$ cat config.mk
export PLATFORM = sky130hd
export DESIGN_NAME = epi_ctrl
export DESIGN_NICKNAME = d
export VERILOG_FILES = /design/src/hw/epi_pkg.sv /design/src/hw/epi_ctrl.sv /design/src/hw/epi_sync.sv /design/src/hw/epi_pc_group.sv
export SDC_FILE = /design/constraint.sdc
export NUM_CORES = 1
export LEC_CHECK = 0
export BUFFER_PORTS_ARGS = -buffer_cell sky130_fd_sc_hd__buf_4
export CAP_MARGIN = 5
export CORE_ASPECT_RATIO = 2
export CORE_MARGIN = 1.5
export CORE_UTILIZATION = 50
export CTS_CLUSTER_DIAMETER = 200
export DETAILED_ROUTE_END_ITERATION = 6
export PLACE_DENSITY = 0.74
export SLEW_MARGIN = 20
export SYNTH_ARGS = -nofsm -noshare
export SYNTH_HDL_FRONTEND = slang
export SYNTH_HIERARCHICAL = 1
export SYNTH_SLANG_ARGS = --single-unit
$ cat constraint.sdc
create_clock -name clk_in -period 1.4 [get_ports clk_in]
set_input_delay 0.28 -clock clk_in [delete_from_list [all_inputs] [get_ports clk_in]]
set_output_delay 0.28 -clock clk_in [all_outputs]
set_load 0.02 [all_outputs]
$ cat src/hw/epi_pkg.sv
// epi_pkg: constants for the external pin interrupt block
// assumes an 8-bit register port with word-free byte offsets
package epi_pkg;

  // ------------------------------------------------------------
  // register offsets
  // ------------------------------------------------------------
  localparam logic [2:0] EPI_OFS_SENSE    = 3'h0; // ext_irq_sense_control
  localparam logic [2:0] EPI_OFS_MASK     = 3'h1; // ext_irq_mask
  localparam logic [2:0] EPI_OFS_FLAG     = 3'h2; // dedicated pin flags
  localparam logic [2:0] EPI_OFS_PC_CTRL  = 3'h3; // pin-change group enables
  localparam logic [2:0] EPI_OFS_PC_FLAG  = 3'h4; // pin-change group flags
  localparam logic [2:0] EPI_OFS_PC_MSK_L = 3'h5; // pin_change_mask_lower
  localparam logic [2:0] EPI_OFS_PC_MSK_U = 3'h6; // pin_change_mask_upper
  localparam logic [2:0] EPI_OFS_PINS     = 3'h7; // live pin view

  // ------------------------------------------------------------
  // field positions and widths
  // ------------------------------------------------------------
  localparam int EPI_SENSE0_LSB = 0; // sense field pin 0 at bits 1:0
  localparam int EPI_SENSE1_LSB = 2; // sense field pin 1 at bits 3:2
  localparam int EPI_SENSE_BITS = 4; // used bits of sense register
  localparam int EPI_PAIR_BITS  = 2; // used bits of two-bit registers
  localparam int EPI_GROUP_W    = 8; // pins per pin-change group

  // ------------------------------------------------------------
  // reset values
  // ------------------------------------------------------------
  localparam logic [3:0] EPI_SENSE_RST = 4'h0; // all low-level
  localparam logic [1:0] EPI_PAIR_RST  = 2'h0; // masks and flags clear
  localparam logic [7:0] EPI_BYTE_RST  = 8'h00; // group masks clear

  // ------------------------------------------------------------
  // sense modes
  // ------------------------------------------------------------
  typedef enum logic [1:0] {
    EPI_SENSE_LOW    = 2'h0, // low level requests
    EPI_SENSE_CHANGE = 2'h1, // any logical change
    EPI_SENSE_FALL   = 2'h2, // falling edge
    EPI_SENSE_RISE   = 2'h3  // rising edge
  } epi_sense_t;

  // ------------------------------------------------------------
  // timing: pulse must outlast one clock period
  // ------------------------------------------------------------
  localparam int EPI_CLK_PERIOD_NS  = 10; // 100 MHz
  localparam int EPI_MIN_PULSE_NS   = 10; // one clock period
  localparam int EPI_MIN_PULSE_CYC  = (EPI_MIN_PULSE_NS + EPI_CLK_PERIOD_NS - 1) / EPI_CLK_PERIOD_NS;
  localparam int EPI_SYNC_STAGES    = 2;  // synchroniser depth

endpackage : epi_pkg

$ cat src/hw/epi_ctrl.sv
// epi_ctrl: external pin interrupt logic, top level
// assumes pins synchronous-safe via internal synchronisers, one clock,
// and a processor that pulses an acknowledge when a vector executes
`timescale 1ns/100ps

// What this block does
// - requests fire regardless of pin direction
// - upper group change raises group 1 request
// - lower group change raises group 0 request
// - per-pin mask gates group contribution
// - pin-change activity flagged as wake, from clocked samples
// - low level requests while pin stays low
// - edges recognised only with running clock
// - level and change conditions raise wake
// - dedicated request needs global and mask
// - sense fields at bits 3:2, 1:0
// - pins sampled first, edges from samples
// - sense codes: low, change, fall, rise
// - sense register bits 7:4 read zero
// - mask register bits 7:2 read zero
// - mask bit1 pin 1, bit0 pin 0
// - dedicated flags: set, ack, write-one clear
// - group flags: set, ack, write-one clear
// - group request needs enable and global
module epi_ctrl
  import epi_pkg::*;
#(
  parameter int PC_W = 2 * EPI_GROUP_W // pin-change inputs
) (
  input  wire logic            clk_in,                  // i/o clock, 100 MHz
  input  wire logic            rst_in,                  // sync reset, high
  // register port
  input  wire logic [2:0]      reg_addr_in,             // register offset
  input  wire logic [7:0]      reg_wdata_in,            // write data
  input  wire logic            reg_wr_in,               // write strobe
  input  wire logic            reg_rd_in,               // read strobe
  output logic      [7:0]      reg_rdata_out,           // read data, next cycle
  // pins
  input  wire logic [1:0]      dedicated_irq_pins_in,   // dedicated pins 1..0
  input  wire logic [PC_W-1:0] pin_change_inputs_in,    // pin-change pins
  // processor side
  input  wire logic            global_irq_enable_in,    // status word i-flag
  input  wire logic [1:0]      dedicated_ack_in,        // vector taken, pulse
  input  wire logic [1:0]      pc_group_ack_in,         // group vector taken
  output logic      [1:0]      dedicated_irq_req_out,   // dedicated requests
  output logic                 pin_change_group_0_request_out, // lower group
  output logic                 pin_change_group_1_request_out, // upper group
  output logic                 wake_out                 // wake cause, from clocked samples
);

  // ------------------------------------------------------------
  // registers
  // ------------------------------------------------------------
  logic [3:0]             sense_r;       // ext_irq_sense_control used bits
  logic [1:0]             irq_mask_r;    // ext_irq_mask used bits
  logic [1:0]             ded_flag_r;    // dedicated flags
  logic [1:0]             pc_en_r;       // group enables
  logic [1:0]             pc_flag_r;     // group flags
  logic [EPI_GROUP_W-1:0] pc_msk_lo_r;   // pin_change_mask_lower
  logic [EPI_GROUP_W-1:0] pc_msk_hi_r;   // pin_change_mask_upper
  logic [7:0]             rdata_r;       // read data register

  // ------------------------------------------------------------
  // synchronised pins and detection
  // ------------------------------------------------------------
  logic [1:0]      ded_sync;   // dedicated pins after sync
  logic [1:0]      ded_prev_r; // previous dedicated sample
  logic            ded_seen_r; // first sample valid
  logic [PC_W-1:0] pc_sync;    // pin-change pins after sync
  logic [1:0]      ded_event;  // edge/change condition per pin
  logic [1:0]      ded_level;  // low-level condition per pin
  logic [1:0]      pc_hit;     // group change pulses
  logic            wr_sense;   // write decode
  logic            wr_mask;
  logic            wr_flag;
  logic            wr_pc_ctrl;
  logic            wr_pc_flag;
  logic            wr_msk_lo;
  logic            wr_msk_hi;

  // sense field of pin n, decoded as mode
  function automatic epi_sense_t sense_of(input logic [3:0] s, input int n);
    epi_sense_t m;
    m = epi_sense_t'(s[n*EPI_PAIR_BITS +: EPI_PAIR_BITS]);
    return m;
  endfunction : sense_of

  // request condition for one dedicated pin
  function automatic logic[1:0] detect(input epi_sense_t m, input logic cur, input logic prv);
    logic [1:0] r; // {level, event}
    r = 2'h0;
    case (m)
      EPI_SENSE_LOW:    r = {~cur, 1'b0};
      EPI_SENSE_CHANGE: r = {1'b0, cur ^ prv};
      EPI_SENSE_FALL:   r = {1'b0, prv & ~cur};
      EPI_SENSE_RISE:   r = {1'b0, ~prv & cur};
      default:          r = 2'h0;
    endcase
    return r;
  endfunction : detect

  // dedicated pins: direction-independent, pads read through the two-flop synchroniser
  epi_sync #(
    .W (2)
  ) u_ded_sync (
    .clk_in (clk_in),
    .rst_in (rst_in),
    .d_in   (dedicated_irq_pins_in),
    .q_out  (ded_sync)
  );

  // pin-change pins share the same synchroniser style
  epi_sync #(
    .W (PC_W)
  ) u_pc_sync (
    .clk_in (clk_in),
    .rst_in (rst_in),
    .d_in   (pin_change_inputs_in),
    .q_out  (pc_sync)
  );

  // ------------------------------------------------------------
  // dedicated pin previous sample
  // ------------------------------------------------------------
  always_ff @(posedge clk_in) begin
    if (rst_in) begin
      ded_prev_r <= 2'h3;
      ded_seen_r <= 1'b0;
    end else begin
      ded_prev_r <= ded_sync;
      ded_seen_r <= 1'b1;
    end
  end

  // edges need the clock: detection comes from clocked samples
  always_comb begin
    logic [1:0] d;
    d = 2'h0;
    ded_event = 2'h0;
    ded_level = 2'h0;
    for (int n = 0; n < 2; n++) begin
      d = detect(sense_of(sense_r, n), ded_sync[n], ded_prev_r[n]);
      ded_level[n] = d[1];
      ded_event[n] = d[0] & ded_seen_r;
    end
  end

  // group detectors
  epi_pc_group #(
    .W (EPI_GROUP_W)
  ) u_pc_lo (
    .clk_in  (clk_in),
    .rst_in  (rst_in),
    .pins_in (pc_sync[EPI_GROUP_W-1:0]),
    .mask_in (pc_msk_lo_r),
    .hit_out (pc_hit[0])
  );

  epi_pc_group #(
    .W (EPI_GROUP_W)
  ) u_pc_hi (
    .clk_in  (clk_in),
    .rst_in  (rst_in),
    .pins_in (pc_sync[PC_W-1:EPI_GROUP_W]),
    .mask_in (pc_msk_hi_r),
    .hit_out (pc_hit[1])
  );

  // ------------------------------------------------------------
  // write decode
  // ------------------------------------------------------------
  assign wr_sense   = reg_wr_in & (reg_addr_in == EPI_OFS_SENSE);
  assign wr_mask    = reg_wr_in & (reg_addr_in == EPI_OFS_MASK);
  assign wr_flag    = reg_wr_in & (reg_addr_in == EPI_OFS_FLAG);
  assign wr_pc_ctrl = reg_wr_in & (reg_addr_in == EPI_OFS_PC_CTRL);
  assign wr_pc_flag = reg_wr_in & (reg_addr_in == EPI_OFS_PC_FLAG);
  assign wr_msk_lo  = reg_wr_in & (reg_addr_in == EPI_OFS_PC_MSK_L);
  assign wr_msk_hi  = reg_wr_in & (reg_addr_in == EPI_OFS_PC_MSK_U);

  // ------------------------------------------------------------
  // configuration registers
  // ------------------------------------------------------------
  always_ff @(posedge clk_in) begin
    if (rst_in) begin
      sense_r     <= EPI_SENSE_RST;
      irq_mask_r  <= EPI_PAIR_RST;
      pc_en_r     <= EPI_PAIR_RST;
      pc_msk_lo_r <= EPI_BYTE_RST;
      pc_msk_hi_r <= EPI_BYTE_RST;
    end else begin
      if (wr_sense) begin
        sense_r <= reg_wdata_in[EPI_SENSE_BITS-1:0]; // upper bits dropped
      end
      if (wr_mask) begin
        irq_mask_r <= reg_wdata_in[EPI_PAIR_BITS-1:0];
      end
      if (wr_pc_ctrl) begin
        pc_en_r <= reg_wdata_in[EPI_PAIR_BITS-1:0];
      end
      if (wr_msk_lo) begin
        pc_msk_lo_r <= reg_wdata_in;
      end
      if (wr_msk_hi) begin
        pc_msk_hi_r <= reg_wdata_in;
      end
    end
  end

  // ------------------------------------------------------------
  // dedicated flags: set wins over clear, level mode holds clear
  // ------------------------------------------------------------
  always_ff @(posedge clk_in) begin
    if (rst_in) begin
      ded_flag_r <= EPI_PAIR_RST;
    end else begin
      for (int n = 0; n < 2; n++) begin
        if (sense_of(sense_r, n) == EPI_SENSE_LOW) begin
          ded_flag_r[n] <= 1'b0;
        end else if (ded_event[n]) begin
          ded_flag_r[n] <= 1'b1;
        end else if (dedicated_ack_in[n] | (wr_flag & reg_wdata_in[n])) begin
          ded_flag_r[n] <= 1'b0;
        end
      end
    end
  end

  // ------------------------------------------------------------
  // group flags: set wins over clear
  // ------------------------------------------------------------
  always_ff @(posedge clk_in) begin
    if (rst_in) begin
      pc_flag_r <= EPI_PAIR_RST;
    end else begin
      for (int g = 0; g < 2; g++) begin
        if (pc_hit[g]) begin
          pc_flag_r[g] <= 1'b1;
        end else if (pc_group_ack_in[g] | (wr_pc_flag & reg_wdata_in[g])) begin
          pc_flag_r[g] <= 1'b0;
        end
      end
    end
  end

  // ------------------------------------------------------------
  // requests to processor
  // ------------------------------------------------------------
  always_comb begin
    for (int n = 0; n < 2; n++) begin
      dedicated_irq_req_out[n] = global_irq_enable_in & irq_mask_r[n] &
                                 (ded_flag_r[n] | ded_level[n]);
    end
  end

  assign pin_change_group_0_request_out = global_irq_enable_in & pc_en_r[0] & pc_flag_r[0];
  assign pin_change_group_1_request_out = global_irq_enable_in & pc_en_r[1] & pc_flag_r[1];

  // wake cause: enabled level, change or pin-change activity
  always_comb begin
    logic w;
    w = 1'b0;
    for (int n = 0; n < 2; n++) begin
      if (irq_mask_r[n] & (ded_level[n] |
          ((sense_of(sense_r, n) == EPI_SENSE_CHANGE) & ded_event[n]))) begin
        w = 1'b1;
      end
    end
    wake_out = w | (|(pc_hit & pc_en_r));
  end

  // ------------------------------------------------------------
  // read port: data in the cycle after the strobe
  // ------------------------------------------------------------
  always_ff @(posedge clk_in) begin
    if (rst_in) begin
      rdata_r <= 8'h00;
    end else if (reg_rd_in) begin
      case (reg_addr_in)
        EPI_OFS_SENSE:    rdata_r <= {4'h0, sense_r};
        EPI_OFS_MASK:     rdata_r <= {6'h00, irq_mask_r};
        EPI_OFS_FLAG:     rdata_r <= {6'h00, ded_flag_r};
        EPI_OFS_PC_CTRL:  rdata_r <= {6'h00, pc_en_r};
        EPI_OFS_PC_FLAG:  rdata_r <= {6'h00, pc_flag_r};
        EPI_OFS_PC_MSK_L: rdata_r <= pc_msk_lo_r;
        EPI_OFS_PC_MSK_U: rdata_r <= pc_msk_hi_r;
        EPI_OFS_PINS:     rdata_r <= {6'h00, ded_sync};
        default:          rdata_r <= 8'h00;
      endcase
    end else begin
      rdata_r <= 8'h00;
    end
  end

  assign reg_rdata_out = rdata_r;

endmodule : epi_ctrl

$ cat src/hw/epi_sync.sv
// epi_sync: two-flop synchroniser for a vector of pins
// assumes a single clock; stage one feeds only stage two
`timescale 1ns/100ps
module epi_sync
  import epi_pkg::*;
#(
  parameter int W = 2 // number of pins
) (
  input  wire logic         clk_in,  // system clock
  input  wire logic         rst_in,  // sync reset, high
  input  wire logic [W-1:0] d_in,    // raw pins
  output logic      [W-1:0] q_out    // synchronised pins
);

  logic [W-1:0] meta_r; // first stage, read only by q_out

  // ------------------------------------------------------------
  // two stages
  // ------------------------------------------------------------
  always_ff @(posedge clk_in) begin
    if (rst_in) begin
      meta_r <= '1; // idle high avoids false low-level requests
      q_out  <= '1;
    end else begin
      meta_r <= d_in;
      q_out  <= meta_r;
    end
  end

endmodule : epi_sync

$ cat src/hw/epi_pc_group.sv
// epi_pc_group: change detection for one group of pin-change inputs
// assumes the pins arrive already synchronised
`timescale 1ns/100ps
module epi_pc_group
  import epi_pkg::*;
#(
  parameter int W = EPI_GROUP_W // pins in the group
) (
  input  wire logic         clk_in,   // system clock
  input  wire logic         rst_in,   // sync reset, high
  input  wire logic [W-1:0] pins_in,  // synchronised group pins
  input  wire logic [W-1:0] mask_in,  // per-pin enables
  output logic              hit_out   // one-cycle change pulse
);

  logic [W-1:0] prev_r; // previous sample
  logic         seen_r; // first sample taken after reset

  // ------------------------------------------------------------
  // compare with previous sample, gate by mask
  // ------------------------------------------------------------
  always_ff @(posedge clk_in) begin
    if (rst_in) begin
      prev_r <= '0;
      seen_r <= 1'b0;
    end else begin
      prev_r <= pins_in;
      seen_r <= 1'b1;
    end
  end

  // only masked pins count; no hit before first sample
  assign hit_out = seen_r & (|((pins_in ^ prev_r) & mask_in));

endmodule : epi_pc_group

# [Word-level counts from Yosys, hierarchy flattened]
# Cells that the tools add are included.
[classes] n_eq_ne=13 mux=14 n_bitwise=52 n_reduce_logical=13
[ops] op="$pmux W8 S8" n=1
[ops] op="$and A1 B1 Y1" n=31
[ops] op="$and A8 B8 Y8" n=2
[ops] op="$pmux W2 S4" n=2
[ops] op="$reduce_or A8 Y1" n=2
[ops] op="$xor A8 B8 Y8" n=2
[ops] op="$eq A3 B3 Y1 const B" n=4
[ops] op="$mux W1" n=11
[ops] op="$or A1 B1 Y1" n=9
[ops] op="$eq A2 B2 Y1 const B" n=4
[ops] op="$reduce_bool A2 Y1" n=4
[ops] op="$reduce_or A2 Y1" n=4
[ops] op="$eq A3 B2 Y1 const B" n=2
[ops] op="$not A1 Y1" n=5
[ops] op="$eq A2 B1 Y1 const B" n=2
[ops] op="$logic_not A2 Y1" n=2
[ops] op="$eq A3 B1 Y1 const B" n=1
[ops] op="$logic_not A3 Y1" n=1
[ops] op="$and A2 B2 Y2" n=1
[ops] op="$xor A1 B1 Y1" n=2
[totals] register_bits=91 in_bits=38 out_inout_bits=13 elab_cells=110

# [Logic depth before layout (Yosys ltp)]
[logic_depth] depth_word=10 depth_mapped=6 ltp_nobuf=6

# [Modules after synthesis]
# Netlist, hierarchy kept.
[modules_own_cells] mod="epi_ctrl" n_inst=1 cells_per_inst=218 area_per_inst_um2=1780.5 seq_area_each_um2=780.7
[modules_own_cells] mod="epi_sync (u_pc_sync)" n_inst=1 cells_per_inst=67 area_per_inst_um2=874.6 seq_area_each_um2=640.6
[modules_own_cells] mod="epi_pc_group" n_inst=2 cells_per_inst=32 area_per_inst_um2=346.6 seq_area_each_um2=180.2
[modules_own_cells] mod="epi_sync (u_ded_sync)" n_inst=1 cells_per_inst=8 area_per_inst_um2=105.1 seq_area_each_um2=80.1

# [Worst setup path after synthesis]
# OpenSTA, ideal clock, no wires.
[synth_timing] path_type="register to output" start="register u_ded_sync.q_out[1]" end="output wake_out" arrival_ps=1315 slack_ps=-195 path_stages_with_launch=7 path_cell_list="dfxtp_1 -> inv_1 -> ha_1 -> nor2b_1 -> o2bb2ai_1 -> a222oi_1 -> o21ai_1"
[synth_via] elab_chain_len=9 word_cells_on_any_way=11
[synth_rtl] element="start: declaration" line="epi_sync.sv:12" source="output logic [W-1:0] q_out"
[synth_rtl] element="start signal: assignment" line="epi_sync.sv:26" source="q_out <= meta_r;"
[synth_rtl] element="$not A1 Y1" line="epi_ctrl.sv:93, epi_ctrl.sv:95"
[synth_rtl] element="$and A1 B1 Y1" line="epi_ctrl.sv:95" source="EPI_SENSE_FALL: r = {1'b0, prv & ~cur};"
[synth_rtl] element="$pmux W2 S4 (*)" line="epi_ctrl.sv:92" source="case (m)"
[synth_rtl] element="$and A1 B1 Y1" line="epi_ctrl.sv:144" source="ded_event[n] = d[0] & ded_seen_r;"
[synth_rtl] element="$and A1 B1 Y1" line="epi_ctrl.sv:264" source="((sense_of(sense_r, n) == EPI_SENSE_CHANGE) & ded_event[n]))) begin"
[synth_rtl] element="$or A1 B1 Y1 (*)" line="epi_ctrl.sv:263" source="if (irq_mask_r[n] & (ded_level[n] |"
[synth_rtl] element="$and A1 B1 Y1 (*)" line="epi_ctrl.sv:263"
[synth_rtl] element="$mux W1 (*)" line="epi_ctrl.sv:263"
[synth_rtl] element="$or A1 B1 Y1 (*)" line="epi_ctrl.sv:268" source="wake_out = w | (|(pc_hit & pc_en_r));"
[synth_rtl] element="end: declaration" line="epi_ctrl.sv:48" source="output logic wake_out"
# Every way passes the cells marked *; elsewhere a longest branch is shown, timed or not.

# [Worst setup path in the final report]
[layout_timing] start="register u_pc_hi.prev_r[6]" end="output wake_out"
[layout_via] elab_chain_len=7
[layout_rtl] element="start: declaration" line="epi_pc_group.sv:16" source="logic [W-1:0] prev_r;"
[layout_rtl] element="start signal: assignment" line="epi_pc_group.sv:27" source="prev_r <= pins_in;"
[layout_rtl] element="$xor A8 B8 Y8" line="epi_pc_group.sv:33" source="assign hit_out = seen_r & (|((pins_in ^ prev_r) & mask_in));"
[layout_rtl] element="$and A8 B8 Y8" line="epi_pc_group.sv:33"
[layout_rtl] element="$reduce_or A8 Y1" line="epi_pc_group.sv:33"
[layout_rtl] element="$and A1 B1 Y1" line="epi_pc_group.sv:33"
[layout_rtl] element="named net pc_hit[1]" line="epi_ctrl.sv:72" source="logic [1:0] pc_hit;"
[layout_rtl] element="$and A2 B2 Y2" line="epi_ctrl.sv:268"
[layout_rtl] element="$reduce_or A2 Y1" line="epi_ctrl.sv:268"
[layout_rtl] element="$or A1 B1 Y1" line="epi_ctrl.sv:268"
# The timed path passes the listed nets, and every way through them passes these cells.

==> impl_metrics.tcl <==
set metrics [dict create \
    hold_path_depth 2 \
    io_pins 51 \
    htree_levels 3 \
    yosys_warnings 6 \
    cts-root-buf "clkbuf_16" \
    dieWidth_um 61.8 \
    reg2reg_setup_slack_ns 0.07 \
    antenna_left 0 \
    start_util_pct 51.7 \
    hold_buffers 0 \
    portBuffers 50 \
    dieArea_mm2 0.00744 \
    drv_cap 0 \
    period_share_pct 156 \
    vias_per_cell 5.11 \
    slowest_delay_ns 0.42 \
    endpoint_kind "primary output" \
    grt_overflow 0 \
    synth.net_count 399 \
    post-route-util_pct 69.8 \
    combPwrFrac_pct 7.6 \
    worstPathCellList "xor2_1 -> a22oi_1 -> a41oi_2 -> a222oi_1 -> o21ai_2 -> buf_6" \
    die_h_um 121 \
    ys_seq_elements 93 \
    clockBufferDepth 2 \
    clock_latency_ns 0.34 \
    p_int_mw 4.80 \
    rows 42 \
    dp_hpwl_um 5720 \
    mostFrequentLayoutCell "dfxtp_1" \
    cts.sinks 93 \
    grt_pass1_wl_um 12700 \
    power_density_mw_per_mm2 1300 \
    setup_viol 3 \
    clkTransAtPathRegs_ns 0.06 \
    status "complete, but fails checks" \
    p_leak_nw 1.94 \
    p_sw_share_pct 20.7 \
    antenna_found_initial 0 \
    cts_tree "done" \
    slew_headroom_pct 75.9 \
    tightest_slew_ns 0.361 \
    nets 490 \
    vias 2762 \
    r2r_end "pc_flag_r[0]" \
    path_delay_family "compound AO/OA/AOI/OAI gates" \
    synthDistinctLibCells 38 \
    pwr-share-seq_pct 46.3 \
    cp_slowest_cell "a222oi_1" \
    dp_cells 524 \
    drive_gt1_share_pct 28.5 \
    numCtsBuffers 9 \
    reg2regPathDepth 6 \
    power.share.clock_pct 46.1 \
    period_needed_ns 2.18 \
    fmax_mhz 459 \
    violations "negative setup slack" \
    grt_start_max_net_pins 45 \
    syn_area_per_cell_um2 9.67 \
    diodes 0 \
    synthCells 357 \
    crit_required_ns 1.12 \
    rsz0062_at_grt "true" \
    cp_max_fo 2 \
    track_usage_pct 23.9 \
    area.growth.synth_to_final_pct 34.9 \
    cp_num_buf_inv 1 \
    mappedNetlistArea_mm2 0.00345 \
    p_switching_mw 1.25 \
    synth.yosys.seq_area_share_pct 53.9 \
    peakVddDrop_mv 1.22 \
    holdCritPathClass "primary input to flip-flop" \
    cp.arrival_ns 1.90 \
    grt_pass1_vias 2814 \
    r2r_start "u_pc_lo/prev_r[6]" \
    min_to "u_ded_sync/meta_r[1]" \
    crit_path_start_kind "flip-flop" \
    drc 0 \
    wire_per_inst_um 14.7 \
    min-delay-start "dedicated_irq_pins_in[1]" \
    critical_path_class "flip-flop to primary output" \
    pre_cts_ws_ns -0.467 \
    cp-startpoint "u_pc_hi/prev_r[6]" \
    finalHoldViolCount 0 \
    finalNonFillerCells 541 \
    first_pass_iters 5 \
    final_max_slew_viol_count 0 \
    clock_skew_ns 0.00606 \
    drt-initial-drc-count 158 \
    drt-total-wl_um 7950 \
    setup_slack_ns -0.781 \
    gp_congestion 0.987 \
    most-common-layout-cells "dfxtp_1 (89), buf_4 (85), nand2_1 (41), or2_1 (37)" \
    core-area_mm2 0.00667 \
]
## through the flow
stage	TNS, ns	cell area [µm²]	total power, mW	hold WS (ns)
after floorplan	-0.132	3460	3.07	0.337
after global placement	-0.456	4200	3.28	0.385
after detailed placement	-0.467	4200	3.29	0.387
after CTS	-1.27	4600	6.09	0.109
after global routing	-1.39	4660	6.28	0.110
final	-1.20	4660	6.05	0.119
## worst max-delay path by stage
| stage | to | slack, ns | cells after the start |
|---|---|---|---|
| after floorplan | wake_out | -0.13 | 5 |
| after global placement | wake_out | -0.46 | 6 |
| after detailed placement | wake_out | -0.47 | 6 |
| after CTS | wake_out | -0.79 | 6 |
| after global routing | wake_out | -0.86 | 6 |
| final | wake_out | -0.78 | 6 |
## power by group through the flow
stage                     Sequential (mW)  Combinational, mW  Clock, mW
after floorplan                      2.85              0.211          0
after global placement               2.85              0.427          0
after detailed placement             2.86              0.437          0
after CTS                            2.80              0.446       2.85
after global routing                 2.81              0.509       2.96
final                                2.80              0.462       2.79
## registers in the layout, summed over array words and instances (netlist names)
name,count
u_pc_sync/meta_r,16
u_pc_sync/q_out,16
pc_msk_hi_r,8
pc_msk_lo_r,8
reg_rdata_out,8
u_pc_hi/prev_r,8
u_pc_lo/prev_r,8
sense_r,4
ded_flag_r,2
ded_prev_r,2
irq_mask_r,2
pc_en_r,2
pc_flag_r,2
u_ded_sync/meta_r,2
u_ded_sync/q_out,2
ded_seen_r,1
u_pc_hi/seen_r,1
u_pc_lo/seen_r,1
## what timing repair did
item                       CTS  global route
setup buffers                2             0
setup endpoints to repair    3             5
pin swaps                    4             6
resized for setup            8            15
## final cells by class
class / instances / area (µm²)
clock buffers: 10 / 239
clock inverters: 6 / 116
fillers: 529 / 2010
inverters: 13 / 48.8
multi-input cells: 238 / 1530
flip-flops and latches: 93 / 1870
well taps: 88 / 110
repair buffers: 93 / 746
## cells by family (layout without fill, tap and decap cells)
group / Yosys count / after routing / synth area share [%]
buffers and inverters: 26 / 122 / 3.80
adder cells (fa/ha/maj): 4 / 4 / 1.45
AO/OA/AOI/OAI: 60 / 60 / 11.1
multiplexers: 13 / 13 / 3.88
XOR/XNOR: 16 / 16 / 4.06
flip-flops: 93 / 93 / 53.9
AND/OR/NAND/NOR: 145 / 145 / 21.8
## cell usage after synthesis, drive strengths merged
master / count / area share, %
dfxtp: 93 / 54
nand2: 41 / 4.5
or2: 37 / 6.7
a21oi: 22 / 3.2
nor2b: 22 / 4.0
nor2: 19 / 2.1
xor2: 16 / 4.1
inv: 13 / 1.4
a22oi: 12 / 2.6
buf: 10 / 2.1
mux2i: 10 / 2.9
nand3: 9 / 1.3
o21ai: 9 / 1.3
a31oi: 7 / 1.3
and3: 4 / 0.72
ha: 4 / 1.4
clkbuf: 3 / 0.33
mux2: 3 / 0.98
nand2b: 3 / 0.54
a211o: 2 / 0.51
a311oi: 2 / 0.51
a41oi: 2 / 0.51
nand4: 2 / 0.36
nor3: 2 / 0.43
or3: 2 / 0.36
a222oi: 1 / 0.29
and2b: 1 / 0.22
nand3b: 1 / 0.22
nand4b: 1 / 0.25
nor3b: 1 / 0.22
o211a: 1 / 0.29
o221a: 1 / 0.33
o2bb2ai: 1 / 0.25
## worst register-to-register path, stage by stage (launching register included)
cell,delay (ns)
dfxtp_1,0.31
xor2_1,0.15
a22oi_1,0.21
a41oi_2,0.17
buf_4,0.18
a31oi_2,0.14
nor2_1,0.06
## routing by layer
metal	track usage, %	wire, µm	vias to the layer above
li1	-	-	1375
met1	24.1	2950	1260
met2	39.5	4160	91
met3	7.59	355	36
met4	16.1	488	0
met5	0	0	-
No activity file was read; power rests on OpenSTA's default activity.
